File: src/common/pc_stack_params.svh
// Constants for the program counter and return stack.
`ifndef PC_STACK_PARAMS_SVH
`define PC_STACK_PARAMS_SVH
`define PC_WIDTH        10
`define PC_UPPER_LSB    8
`define PC_RESET_VALUE  10'h000
`define PC_STEP         10'h001
`define STACK_DEPTH     8
`define STACK_PTR_WIDTH 3
`define PMEM_WORDS      1024
`define PMEM_WIDTH      13
`define OP_WIDTH        4
`define PHASE_FIRST     1'b0
`define PHASE_LAST      1'b1
`endif

File: src/common/pc_stack_pkg.sv
// Types for the program counter and return stack.
`include "pc_stack_params.svh"
package pc_stack_pkg;
    typedef logic [`PC_WIDTH-1:0] pc_t;
    typedef enum logic [`OP_WIDTH-1:0] {
        OP_NONE, OP_DIRECT_JUMP, OP_CALL, OP_RETURN, OP_RETURN_LITERAL,
        OP_RETURN_INTERRUPT, OP_RELATIVE_ADD, OP_LOW_BYTE_LOAD,
        OP_REG_WRITE, OP_LONG_CALL, OP_LONG_JUMP
    } pc_op_e;
    typedef struct packed {
        pc_op_e   op;
        pc_t      target;
        logic [7:0] data;
    } pc_cmd_s;
endpackage : pc_stack_pkg

File: src/hw/return_stack_mem.sv
// Small memory holding the return-stack entries.
`timescale 1ns/1ps
`include "pc_stack_params.svh"
module return_stack_mem (
    input  wire logic                          clk_in,      // System clock.
    input  wire logic                          wr_en_in,    // Write strobe.
    input  wire logic [`STACK_PTR_WIDTH-1:0]   wr_addr_in,  // Write slot.
    input  wire logic [`PC_WIDTH-1:0]          wr_data_in,  // Return address.
    input  wire logic [`STACK_PTR_WIDTH-1:0]   rd_addr_in,  // Read slot.
    output logic      [`PC_WIDTH-1:0]          rd_data_out  // Registered read data.
);
    logic [`PC_WIDTH-1:0] mem_ff [`STACK_DEPTH];

    // Write port and registered read port.
    always_ff @(posedge clk_in) begin
        if (wr_en_in) begin
            mem_ff[wr_addr_in] <= wr_data_in;
        end
        rd_data_out <= mem_ff[rd_addr_in];
    end
endmodule : return_stack_mem

File: src/hw/program_counter_stack.sv
// Program counter with eight-level hardware return stack.
`timescale 1ns/1ps
`include "pc_stack_params.svh"
module program_counter_stack (
    input  wire logic                     CLK_IN,        // System clock, 40 MHz.
    input  wire logic                     ARST_N_IN,     // Asynchronous reset, active low.
    input  wire pc_stack_pkg::pc_cmd_s    CMD_IN,        // Decoded instruction, sampled at phase end.
    input  wire logic [`PMEM_WIDTH-1:0]   PMEM_DATA_IN,  // Program word read back.
    output logic      [`PC_WIDTH-1:0]     PMEM_ADDR_OUT, // Program memory address.
    output logic                          PHASE_OUT,     // High on the last clock of a cycle.
    output logic                          SECOND_WORD_OUT, // High while a long op fetches word 2.
    output logic      [`STACK_PTR_WIDTH-1:0] STACK_PTR_OUT // Next free stack slot.
);
    logic [`PC_WIDTH-1:0] pc_ff;
    logic [`PC_WIDTH-1:0] nxt_pc;
    logic                 phase_ff;
    logic                 second_ff;
    pc_stack_pkg::pc_op_e long_op_ff;
    logic [`STACK_PTR_WIDTH-1:0] sp_ff;
    logic [`PC_WIDTH-1:0] top_data;
    logic                 push;
    logic                 pop;
    logic [`PC_WIDTH-1:0] push_data;
    logic                 cycle_end;
    pc_stack_pkg::pc_op_e op;

    // Increment within the single 1024-word page; wraps at the page end.
    function automatic logic [`PC_WIDTH-1:0] pc_inc(input logic [`PC_WIDTH-1:0] v);
        pc_inc = v + `PC_STEP;
    endfunction : pc_inc

    assign op        = CMD_IN.op;
    assign cycle_end = (phase_ff == `PHASE_LAST);
    assign pop       = cycle_end && !second_ff &&
                       (op == pc_stack_pkg::OP_RETURN || op == pc_stack_pkg::OP_RETURN_LITERAL ||
                        op == pc_stack_pkg::OP_RETURN_INTERRUPT);
    assign push      = cycle_end && ((!second_ff && op == pc_stack_pkg::OP_CALL) ||
                       (second_ff && long_op_ff == pc_stack_pkg::OP_LONG_CALL));
    assign push_data = pc_inc(pc_ff);

    // Stack storage; the top entry is read from the slot below the pointer.
    return_stack_mem u_stack (
        .clk_in      (CLK_IN),
        .wr_en_in    (push),
        .wr_addr_in  (sp_ff),
        .wr_data_in  (push_data),
        .rd_addr_in  (sp_ff - 3'h1),
        .rd_data_out (top_data)
    );

    // Two clocks per instruction cycle.
    always_ff @(posedge CLK_IN or negedge ARST_N_IN) begin
        if (!ARST_N_IN) begin
            phase_ff <= `PHASE_FIRST;
        end else begin
            phase_ff <= ~phase_ff;
        end
    end

    // Long ops hold a second instruction cycle to fetch the target word.
    always_ff @(posedge CLK_IN or negedge ARST_N_IN) begin
        if (!ARST_N_IN) begin
            second_ff  <= 1'b0;
            long_op_ff <= pc_stack_pkg::OP_NONE;
        end else if (cycle_end) begin
            if (!second_ff && (op == pc_stack_pkg::OP_LONG_CALL ||
                               op == pc_stack_pkg::OP_LONG_JUMP)) begin
                second_ff  <= 1'b1;
                long_op_ff <= op;
            end else begin
                second_ff  <= 1'b0;
                long_op_ff <= pc_stack_pkg::OP_NONE;
            end
        end
    end

    // Stack pointer wraps around the eight slots.
    always_ff @(posedge CLK_IN or negedge ARST_N_IN) begin
        if (!ARST_N_IN) begin
            sp_ff <= '0;
        end else if (push) begin
            sp_ff <= sp_ff + 3'h1;
        end else if (pop) begin
            sp_ff <= sp_ff - 3'h1;
        end
    end

    // Next counter value chosen by the decoded operation.
    always_comb begin
        nxt_pc = pc_ff;
        if (cycle_end) begin
            if (second_ff) begin
                nxt_pc = PMEM_DATA_IN[`PC_WIDTH-1:0];
            end else begin
                case (op)
                    pc_stack_pkg::OP_DIRECT_JUMP,
                    pc_stack_pkg::OP_CALL: begin
                        nxt_pc = CMD_IN.target;
                    end
                    pc_stack_pkg::OP_RETURN,
                    pc_stack_pkg::OP_RETURN_LITERAL,
                    pc_stack_pkg::OP_RETURN_INTERRUPT: begin
                        nxt_pc = top_data;
                    end
                    pc_stack_pkg::OP_RELATIVE_ADD: begin
                        nxt_pc = pc_ff + {2'b00, CMD_IN.data};
                    end
                    pc_stack_pkg::OP_LOW_BYTE_LOAD,
                    pc_stack_pkg::OP_REG_WRITE: begin
                        nxt_pc = {pc_ff[`PC_WIDTH-1:`PC_UPPER_LSB], CMD_IN.data};
                    end
                    default: begin
                        nxt_pc = pc_inc(pc_ff);
                    end
                endcase
            end
        end
    end

    // Program counter register, cleared on reset.
    always_ff @(posedge CLK_IN or negedge ARST_N_IN) begin
        if (!ARST_N_IN) begin
            pc_ff <= `PC_RESET_VALUE;
        end else begin
            pc_ff <= nxt_pc;
        end
    end

    assign PMEM_ADDR_OUT   = pc_ff;
    assign PHASE_OUT       = phase_ff;
    assign SECOND_WORD_OUT = second_ff;
    assign STACK_PTR_OUT   = sp_ff;

    // While reset is low the counter, phase, flag and pointer sit at their cleared values.
    a_pc_reset_zero: assert property (
        @(posedge CLK_IN)
        !ARST_N_IN |->
        pc_ff == `PC_RESET_VALUE && sp_ff == '0 && phase_ff == `PHASE_FIRST && !second_ff
    ) else $error("Reset state not cleared.");

    // A direct jump and a call load the address field at the end of the cycle.
    a_jump_loads: assert property (
        @(posedge CLK_IN) disable iff (!ARST_N_IN)
        cycle_end && !second_ff && op == pc_stack_pkg::OP_DIRECT_JUMP
        |=> pc_ff == $past(CMD_IN.target)
    ) else $error("Jump target not loaded.");
    a_call_target: assert property (
        @(posedge CLK_IN) disable iff (!ARST_N_IN)
        cycle_end && !second_ff && op == pc_stack_pkg::OP_CALL
        |=> pc_ff == $past(CMD_IN.target)
    ) else $error("Call target not loaded.");
    a_call_pushes: assert property (
        @(posedge CLK_IN) disable iff (!ARST_N_IN)
        cycle_end && !second_ff && op == pc_stack_pkg::OP_CALL
        |=> sp_ff == $past(sp_ff) + 3'h1
    ) else $error("Call did not push.");

    // A return of any kind loads the registered top entry and drops the pointer.
    a_return_pops: assert property (
        @(posedge CLK_IN) disable iff (!ARST_N_IN)
        pop
        |=> pc_ff == $past(top_data) && sp_ff == $past(sp_ff) - 3'h1
    ) else $error("Return did not load top.");

    // Register writes: the add carries across the byte, the loads keep the upper bits.
    a_add_full: assert property (
        @(posedge CLK_IN) disable iff (!ARST_N_IN)
        cycle_end && !second_ff && op == pc_stack_pkg::OP_RELATIVE_ADD
        |=> pc_ff == $past(pc_ff) + {2'h0, $past(CMD_IN.data)}
    ) else $error("Add wrong.");
    a_low_load_keep: assert property (
        @(posedge CLK_IN) disable iff (!ARST_N_IN)
        cycle_end && !second_ff && op == pc_stack_pkg::OP_LOW_BYTE_LOAD
        |=> pc_ff == {$past(pc_ff[`PC_WIDTH-1:`PC_UPPER_LSB]), $past(CMD_IN.data)}
    ) else $error("Low byte load wrong.");
    a_write_keep: assert property (
        @(posedge CLK_IN) disable iff (!ARST_N_IN)
        cycle_end && !second_ff && op == pc_stack_pkg::OP_REG_WRITE
        |=> pc_ff == {$past(pc_ff[`PC_WIDTH-1:`PC_UPPER_LSB]), $past(CMD_IN.data)}
    ) else $error("Register write wrong.");

    // Cycle timing: two clocks per cycle, a second cycle for the long ops.
    a_phase_toggle: assert property (
        @(posedge CLK_IN) disable iff (!ARST_N_IN)
        !phase_ff |=> phase_ff ##1 !phase_ff
    ) else $error("Phase stuck.");
    a_long_two_cycles: assert property (
        @(posedge CLK_IN) disable iff (!ARST_N_IN)
        cycle_end && !second_ff &&
        (op == pc_stack_pkg::OP_LONG_JUMP || op == pc_stack_pkg::OP_LONG_CALL)
        |=> second_ff [*2] ##1 !second_ff
    ) else $error("Long op length wrong.");

    // The second word of a long op supplies the whole target; a long call pushes.
    a_long_target: assert property (
        @(posedge CLK_IN) disable iff (!ARST_N_IN)
        cycle_end && second_ff
        |=> pc_ff == $past(PMEM_DATA_IN[`PC_WIDTH-1:0])
    ) else $error("Long target not loaded.");
    a_long_call_push: assert property (
        @(posedge CLK_IN) disable iff (!ARST_N_IN)
        cycle_end && second_ff && long_op_ff == pc_stack_pkg::OP_LONG_CALL
        |=> sp_ff == $past(sp_ff) + 3'h1
    ) else $error("Long call did not push.");

    // The counter only moves at the end of an instruction cycle.
    a_pc_hold_first: assert property (
        @(posedge CLK_IN) disable iff (!ARST_N_IN)
        !cycle_end |=> $stable(pc_ff)
    ) else $error("Counter moved mid-cycle.");

    // Main scenarios: call, return, long op and low byte load.
    c_call: cover property (@(posedge CLK_IN) disable iff (!ARST_N_IN) push);
    c_ret: cover property (@(posedge CLK_IN) disable iff (!ARST_N_IN) pop);
    c_long: cover property (@(posedge CLK_IN) disable iff (!ARST_N_IN) second_ff && cycle_end);
    c_low_load: cover property (@(posedge CLK_IN) disable iff (!ARST_N_IN)
        cycle_end && !second_ff && op == pc_stack_pkg::OP_LOW_BYTE_LOAD);
endmodule : program_counter_stack

File: config.mk
export PLATFORM = sky130hd
export DESIGN_NAME = program_counter_stack
export DESIGN_NICKNAME = d
export VERILOG_FILES = /design/src/common/pc_stack_pkg.sv /design/src/hw/return_stack_mem.sv /design/src/hw/program_counter_stack.sv
export VERILOG_INCLUDE_DIRS = /design/src /design/src/common
export SDC_FILE = /design/constraint.sdc
export NUM_CORES = 1
export LEC_CHECK = 0
export ABC_AREA = 1
export BUFFER_PORTS_ARGS = -buffer_cell sky130_fd_sc_hd__buf_2
export CORE_UTILIZATION = 53
export CTS_CLUSTER_DIAMETER = 60
export DETAILED_ROUTE_END_ITERATION = 6
export MAX_ROUTING_LAYER = met4
export PLACE_DENSITY = 0.87
export SLEW_MARGIN = 20
export SYNTH_ARGS = -nofsm -noshare
export SYNTH_HDL_FRONTEND = slang
export SYNTH_SLANG_ARGS = --single-unit
File: constraint.sdc
create_clock -name CLK_IN -period 2.2 [get_ports CLK_IN]
set_input_delay 0.55 -clock CLK_IN [delete_from_list [all_inputs] [get_ports CLK_IN]]
set_output_delay 0.55 -clock CLK_IN [all_outputs]
set_load 0.1 [all_outputs]
# Word level (Yosys, flattened, before mapping)
# Memory sizes are Yosys's and may differ from the RTL's. A register that Yosys moved wholly into a read port is not among the register bits.
# Cells that the tools add are included.
# W data, S select, Z words.
[word_totals]
in_bits = 37
ram_bits = 80
reg_bits = 19
output_inout_bits = 15
elab_cells = 48
memories = 1
[mem_list]
columns = ["memory", "words", "width", "read_ports", "rd_clocked_by_memory_dff", "write_ports", "line", "source"]
rows = [
  ["u_stack.mem_ff", 8, 10, 1, 1, 1, "return_stack_mem.sv:12", "logic [`PC_WIDTH-1:0] mem_ff [`STACK_DEPTH];"],
]
[classes]
mux = 8
addsub = 4
eq_ne = 12
bitwise_logic = 1
n_reduce_logical = 16
[ops]
columns = ["operator", "n"]
rows = [
  ["$pmux W10 S4", 1],
  ["$eq A4 B3 Y1 const B", 4],
  ["$eq A4 B4 Y1 const B", 4],
  ["$add A10 B1 Y10 const B", 1],
  ["$add A10 B8 Y10", 1],
  ["$mux W10", 1],
  ["$eq A4 B2 Y1 const B", 2],
  ["$logic_and A1 B1 Y1", 6],
  ["$mux W3", 2],
  ["$eq A4 B1 Y1 const B", 1],
  ["$logic_or A1 B1 Y1", 4],
  ["$mux W4", 1],
  ["$reduce_or A2 Y1", 2],
  ["$add A3 B1 Y3 const B", 1],
  ["$mux W1", 3],
  ["$reduce_or A3 Y1", 1],
  ["$sub A3 B1 Y3 const B", 1],
  ["$ne A2 B2 Y1 const B", 1],
  ["$reduce_and A2 Y1", 1],
  ["$reduce_bool A2 Y1", 1],
  ["$logic_not A1 Y1", 1],
  ["$not A1 Y1", 1],
]

# Logic depth before layout (Yosys ltp)
[logic_depth]
depth_word = 6
ltp_mapped = 13
depth_no_buf = 13

# Modules after synthesis
# From an unflattened synthesis, not the netlist that was laid out.
[unflattened]
cells_unflattened = 681
hier_area_um2 = 5715.5
[by_module_without_submodules]
columns = ["mod", "cells_per_inst", "area_per_inst_um2", "instances", "seq_area_each_um2"]
rows = [
  ["return_stack_mem", 374, 3813.7, 1, 2602.5],
  ["program_counter_stack", 307, 1901.8, 1, 475.5],
]

# Worst setup path before layout
# Ideal clock, no wire load.
[synth_timing]
path_type = "register to register"
startpoint = "reg phase_ff (netlist: PHASE_OUT)"
endpoint = "mem u_stack.mem_ff[1][0] (netlist bit), enable pin"
path_stages_with_launch = 8
arrival_time_ps = 2634
required_time_ps = 1810
path_buffers = 1
synth_period_minus_slack_ps = 3023
setup_slack_ps = -823
setup_time_ps = 390
path_cell_list = "dfrtp_1 > buf_2 > inv_2 > nor2_2 > nand3_1 > nand2_1 > nand2_1 > nor3_1"
[synth_via]
elab_chain_len = 3
[synth_rtl]
columns = ["element", "line", "source"]
rows = [
  ["from (decl)", "program_counter_stack.sv:16", "logic phase_ff;"],
  ["from (signal assigned)", "program_counter_stack.sv:54", "phase_ff <= `PHASE_FIRST;"],
  ["from (signal assigned)", "program_counter_stack.sv:56", "phase_ff <= ~phase_ff;"],
  ["$logic_and A1 B1 Y1", "program_counter_stack.sv:37", "assign push = cycle_end && ((!second_ff && op == pc_stack_pkg::OP_CALL) ||"],
  ["$mux W1", "return_stack_mem.sv:16", "if (wr_en_in) begin"],
  ["$mux W1 (implied by the code)", "return_stack_mem.sv:17", "mem_ff[wr_addr_in] <= wr_data_in;"],
  ["to (decl)", "return_stack_mem.sv:12", ""],
]
# Every way passes these cells.

# Worst setup path in the final report
[layout_timing]
startpoint = "reg pc_ff[0] (netlist: PMEM_ADDR_OUT[0])"
endpoint = "reg pc_ff[8] (netlist: PMEM_ADDR_OUT[8])"
[layout_via]
elab_chain_len = 3
elab_cells_between_ends = 4
classes_between = "add/sub (2); mux (2)"
[layout_rtl]
columns = ["element", "line", "source"]
rows = [
  ["from (decl)", "program_counter_stack.sv:14", "logic [`PC_WIDTH-1:0] pc_ff;"],
  ["from (signal assigned)", "program_counter_stack.sv:123", "pc_ff <= `PC_RESET_VALUE;"],
  ["from (signal assigned)", "program_counter_stack.sv:125", "pc_ff <= nxt_pc;"],
  ["$add A10 B1 Y10 (no source line) / $add A10 B8 Y10 (equally long branches)", "--", ""],
  ["$pmux W10 S4 *", "program_counter_stack.sv:95", "case (op)"],
  ["$mux W10 *", "program_counter_stack.sv:92", "if (second_ff) begin"],
]
# Every way passes the cells marked *; elsewhere a longest branch is shown, timed or not.
# A chain may end at the register's enable or synchronous reset.

==> impl_metrics.tcl <==
set metrics [dict create \
    cp.arrival_ns 2.34 \
    p_leak_nw 2.448 \
    regToRegStartpoint "PMEM_ADDR_OUT[0]" \
    hpwl_mm 8.730 \
    core_um2 9371 \
    cts_made_buffers 9 \
    busiest_layer "met2" \
    grt_use_total_pct 26.38 \
    syn_area_per_cell_um2 9.466 \
    crit_path_max_fanout 5 \
    num_rows 35 \
    end_kind "flop" \
    drt_iter0_drc 277 \
    syn_inst 548 \
    ys_seq_elements 109 \
    grt_pass1_vias 4063 \
    final.period_utilization_pct 92.45 \
    worstHoldPathType "input pin to async pin" \
    rsz0062_at_grt "no" \
    reg2reg_depth 12 \
    required_ns 2.51 \
    crit_slowest_cell "dfrtp_4" \
    gp_congestion 0.9518 \
    final_nets 657 \
    report.final.slew_viol_count 0 \
    clk_pin_slew_ns 0.11 \
    drt_wl_total_mm 12.10 \
    peakVddDrop_mv 2.323 \
    avgRoutedWirePerCell_um 16.30 \
    syn-num-nets 597 \
    die_h_um 100.9 \
    relSlewSlack_pct 55.16 \
    reg2reg_slack_ns 0.17 \
    fin_skew_ns 0.01240 \
    fin_tns_setup_ns 0 \
    synth_warnings 0 \
    critPathMaxStageDelay_ns 0.46 \
    die-area_um2 10190 \
    ys_seq_area_share_pct 59.33 \
    pre_cts_ws_ns -0.05500 \
    startpoint_type "flop" \
    antenna_cells 0 \
    outcome "finished clean" \
    clk_path_buf_depth 2 \
    port_buffers 48 \
    grt_pass1_wl_mm 19.26 \
    area_growth_pct 16.35 \
    fin_ws_ns 0.1660 \
    fillers 761 \
    die_w_um 100.9 \
    drc 0 \
    drt-pass1-iter-count 6 \
    vias_per_cell 5.574 \
    syn_area_um2 5187 \
    met3_usage_pct 4.230 \
    post-cts-setup-buffers 0 \
    fmax_ghz 0.4916 \
    vias 4136 \
    drive_gt1_share_pct 18.60 \
    place_area_um2 5833 \
    cts_tree "yes" \
    hold_viol 0 \
    synth_cell_types 36 \
    fin_hold_ws_ns 0.1042 \
    cp_num_buf_inv 2 \
    min_period_ns 2.034 \
    path_cells "ha_1 -> inv_1 -> fa_1 -> inv_1 -> nand3_1 -> nand2_2 -> nand2_1 -> nand3_1 -> nand2_1 -> o21ai_0 -> nand2_1 -> a21boi_1" \
    path_delay_family "adder cells" \
    cts_root_buffer "clkbuf_8" \
    power_mw 7.760 \
    antenna_left 0 \
    grtUsageMet1_pct 32.99 \
    cap_viol_max_count 0 \
    ioPinCount 52 \
    power_density_nw_per_um2 1286 \
    clk_latency_ns 0.38 \
    grt_overflow_total 0 \
    fin_area_um2 6036 \
    grt_max_degree 43 \
    antenna_found_initial 0 \
    holdBufCountCts 0 \
    path_common_cell "nand2_1" \
    cts_sinks 109 \
    grt.met2_usage_pct 42.89 \
    finalSetupViolCount 0 \
    cts_htree_levels 3 \
    initial_utilization_pct 55.35 \
    path_class "flop to flop" \
    worstMarginPinSlew_ns 0.6704 \
    rr_endpoint "PMEM_ADDR_OUT[8]" \
]
## synthesized netlist by cell type
cell	n	area [µm²]
nand2_1	99	371.6
nor2_1	98	367.9
edfxtp_1	80	2402
o21ai_0	57	285.3
inv_1	39	146.4
nand3_1	33	165.2
dfrtp_1	19	475.5
clkbuf_1	15	56.30
a21oi_1	13	65.06
ha_1	11	137.6
nor3_1	11	55.05
a31oi_1	10	62.56
dfxtp_1	10	200.2
o22ai_1	10	62.56
nand4_1	8	50.05
xor2_1	7	61.31
o21bai_1	4	30.03
inv_2	3	11.26
buf_1	2	7.510
buf_2	2	10.01
o211ai_1	2	15.01
a21boi_0	1	7.510
a21boi_1	1	7.510
buf_6	1	11.26
fa_1	1	20.02
nand2_2	1	6.260
nand3_2	1	10.01
nor2_2	1	6.260
nor3_4	1	16.27
o2111ai_1	1	8.760
o21a_1	1	7.510
o21ai_1	1	5.000
o21ai_2	1	8.760
o21ai_4	1	16.27
o221ai_1	1	8.760
xnor2_1	1	8.760
## routing by layer
layer	part of all wire (%)	wire (µm)
met5	0	0
met3	5.0	608
met1	43	5186
met2	50	6009
met4	2.4	293
## where the power goes
part	switching, mW	internal, mW	leakage, nW
sequential	0.241	2.65	1.03
combinational	2.66	1.04	1.32
clock	0.723	0.441	0.0980
total	3.63	4.13	2.45
## layout by cell type (no fill, tap or decap), types with 3 or more instances in the layout
cell type / n
xor2_1: 6
o21bai_1: 4
dfxtp_1: 10
nand3_1: 33
nor3_1: 3
ha_1: 11
edfxtp_1: 80
buf_4: 17
buf_12: 4
a31oi_1: 10
nand4_1: 8
nand2_2: 4
clkbuf_8: 9
inv_2: 3
dfrtp_4: 4
o21ai_0: 56
buf_2: 48
nor3_4: 9
a21oi_1: 13
dfrtp_2: 5
inv_1: 39
o22ai_1: 10
nor2_1: 98
dfrtp_1: 10
nand2_1: 96
## registers in the layout, summed over array words and instances (netlist names)
name,count
PHASE_OUT,1
PMEM_ADDR_OUT,10
SECOND_WORD_OUT,1
STACK_PTR_OUT,3
long_op_ff,4
u_stack.mem_ff,80
u_stack.rd_data_out,10
## logic make-up after synthesis
group	count (synthesis)	share of synthesized area (%)
XOR/XNOR	8	1.351
adder cells (fa/ha/maj)	12	3.039
AO/OA/AOI/OAI	104	11.38
AND/OR/NAND/NOR	253	20.21
buffers and inverters	62	4.679
flip-flops	109	59.33
## worst max-delay path by stage
stage               slack [ns]                   end             start  depth (start not counted)
finish                    0.17      PMEM_ADDR_OUT[8]  PMEM_ADDR_OUT[0]                         12
global route             0.007      PMEM_ADDR_OUT[8]  PMEM_ADDR_OUT[0]                         12
CTS                       0.14      PMEM_ADDR_OUT[6]  PMEM_ADDR_OUT[0]                         13
detailed placement       -0.06      PMEM_ADDR_OUT[6]         CMD_IN[0]                         14
global placement         -0.02      PMEM_ADDR_OUT[6]         CMD_IN[0]                         14
floorplan               0.0001  u_stack.mem_ff[1][0]         PHASE_OUT                          7
## repair_timing
action,in CTS,in global routing
setup endpoints to repair,0,2
hold endpoints to repair,0,0
resized for setup,0,3
## per-stage QoR
stage          instances  utilization (%)
3_3_place_gp         726            62.24
5_1_grt              742            64.41
6_report             742            64.41
4_1_cts              742            64.30
2_1_floorplan        548                -
3_5_place_dp         726            62.24
## area by class of cell
| cell class | count | area [µm²] | area share (%) |
|---|---|---|---|
| clock inverter | 7 | 68.82 | 1.140 |
| multi-input combinational | 377 | 1977 | 32.75 |
| clock buffer | 9 | 123.9 | 2.052 |
| sequential | 109 | 3099 | 51.35 |
| timing repair buffer | 69 | 447.9 | 7.421 |
| tap | 129 | 161.4 | 2.674 |
| inverter | 42 | 157.7 | 2.612 |
## worst reg2reg max path, cell delays in order (launching register included)
cell	delay, ns
dfrtp_4	0.46
ha_1	0.17
inv_1	0.07
fa_1	0.38
inv_1	0.09
nand3_1	0.09
nand2_2	0.13
nand2_1	0.09
nand3_1	0.08
nand2_1	0.05
o21ai_0	0.16
nand2_1	0.08
a21boi_1	0.11
(Power assumes the default switching activity.)
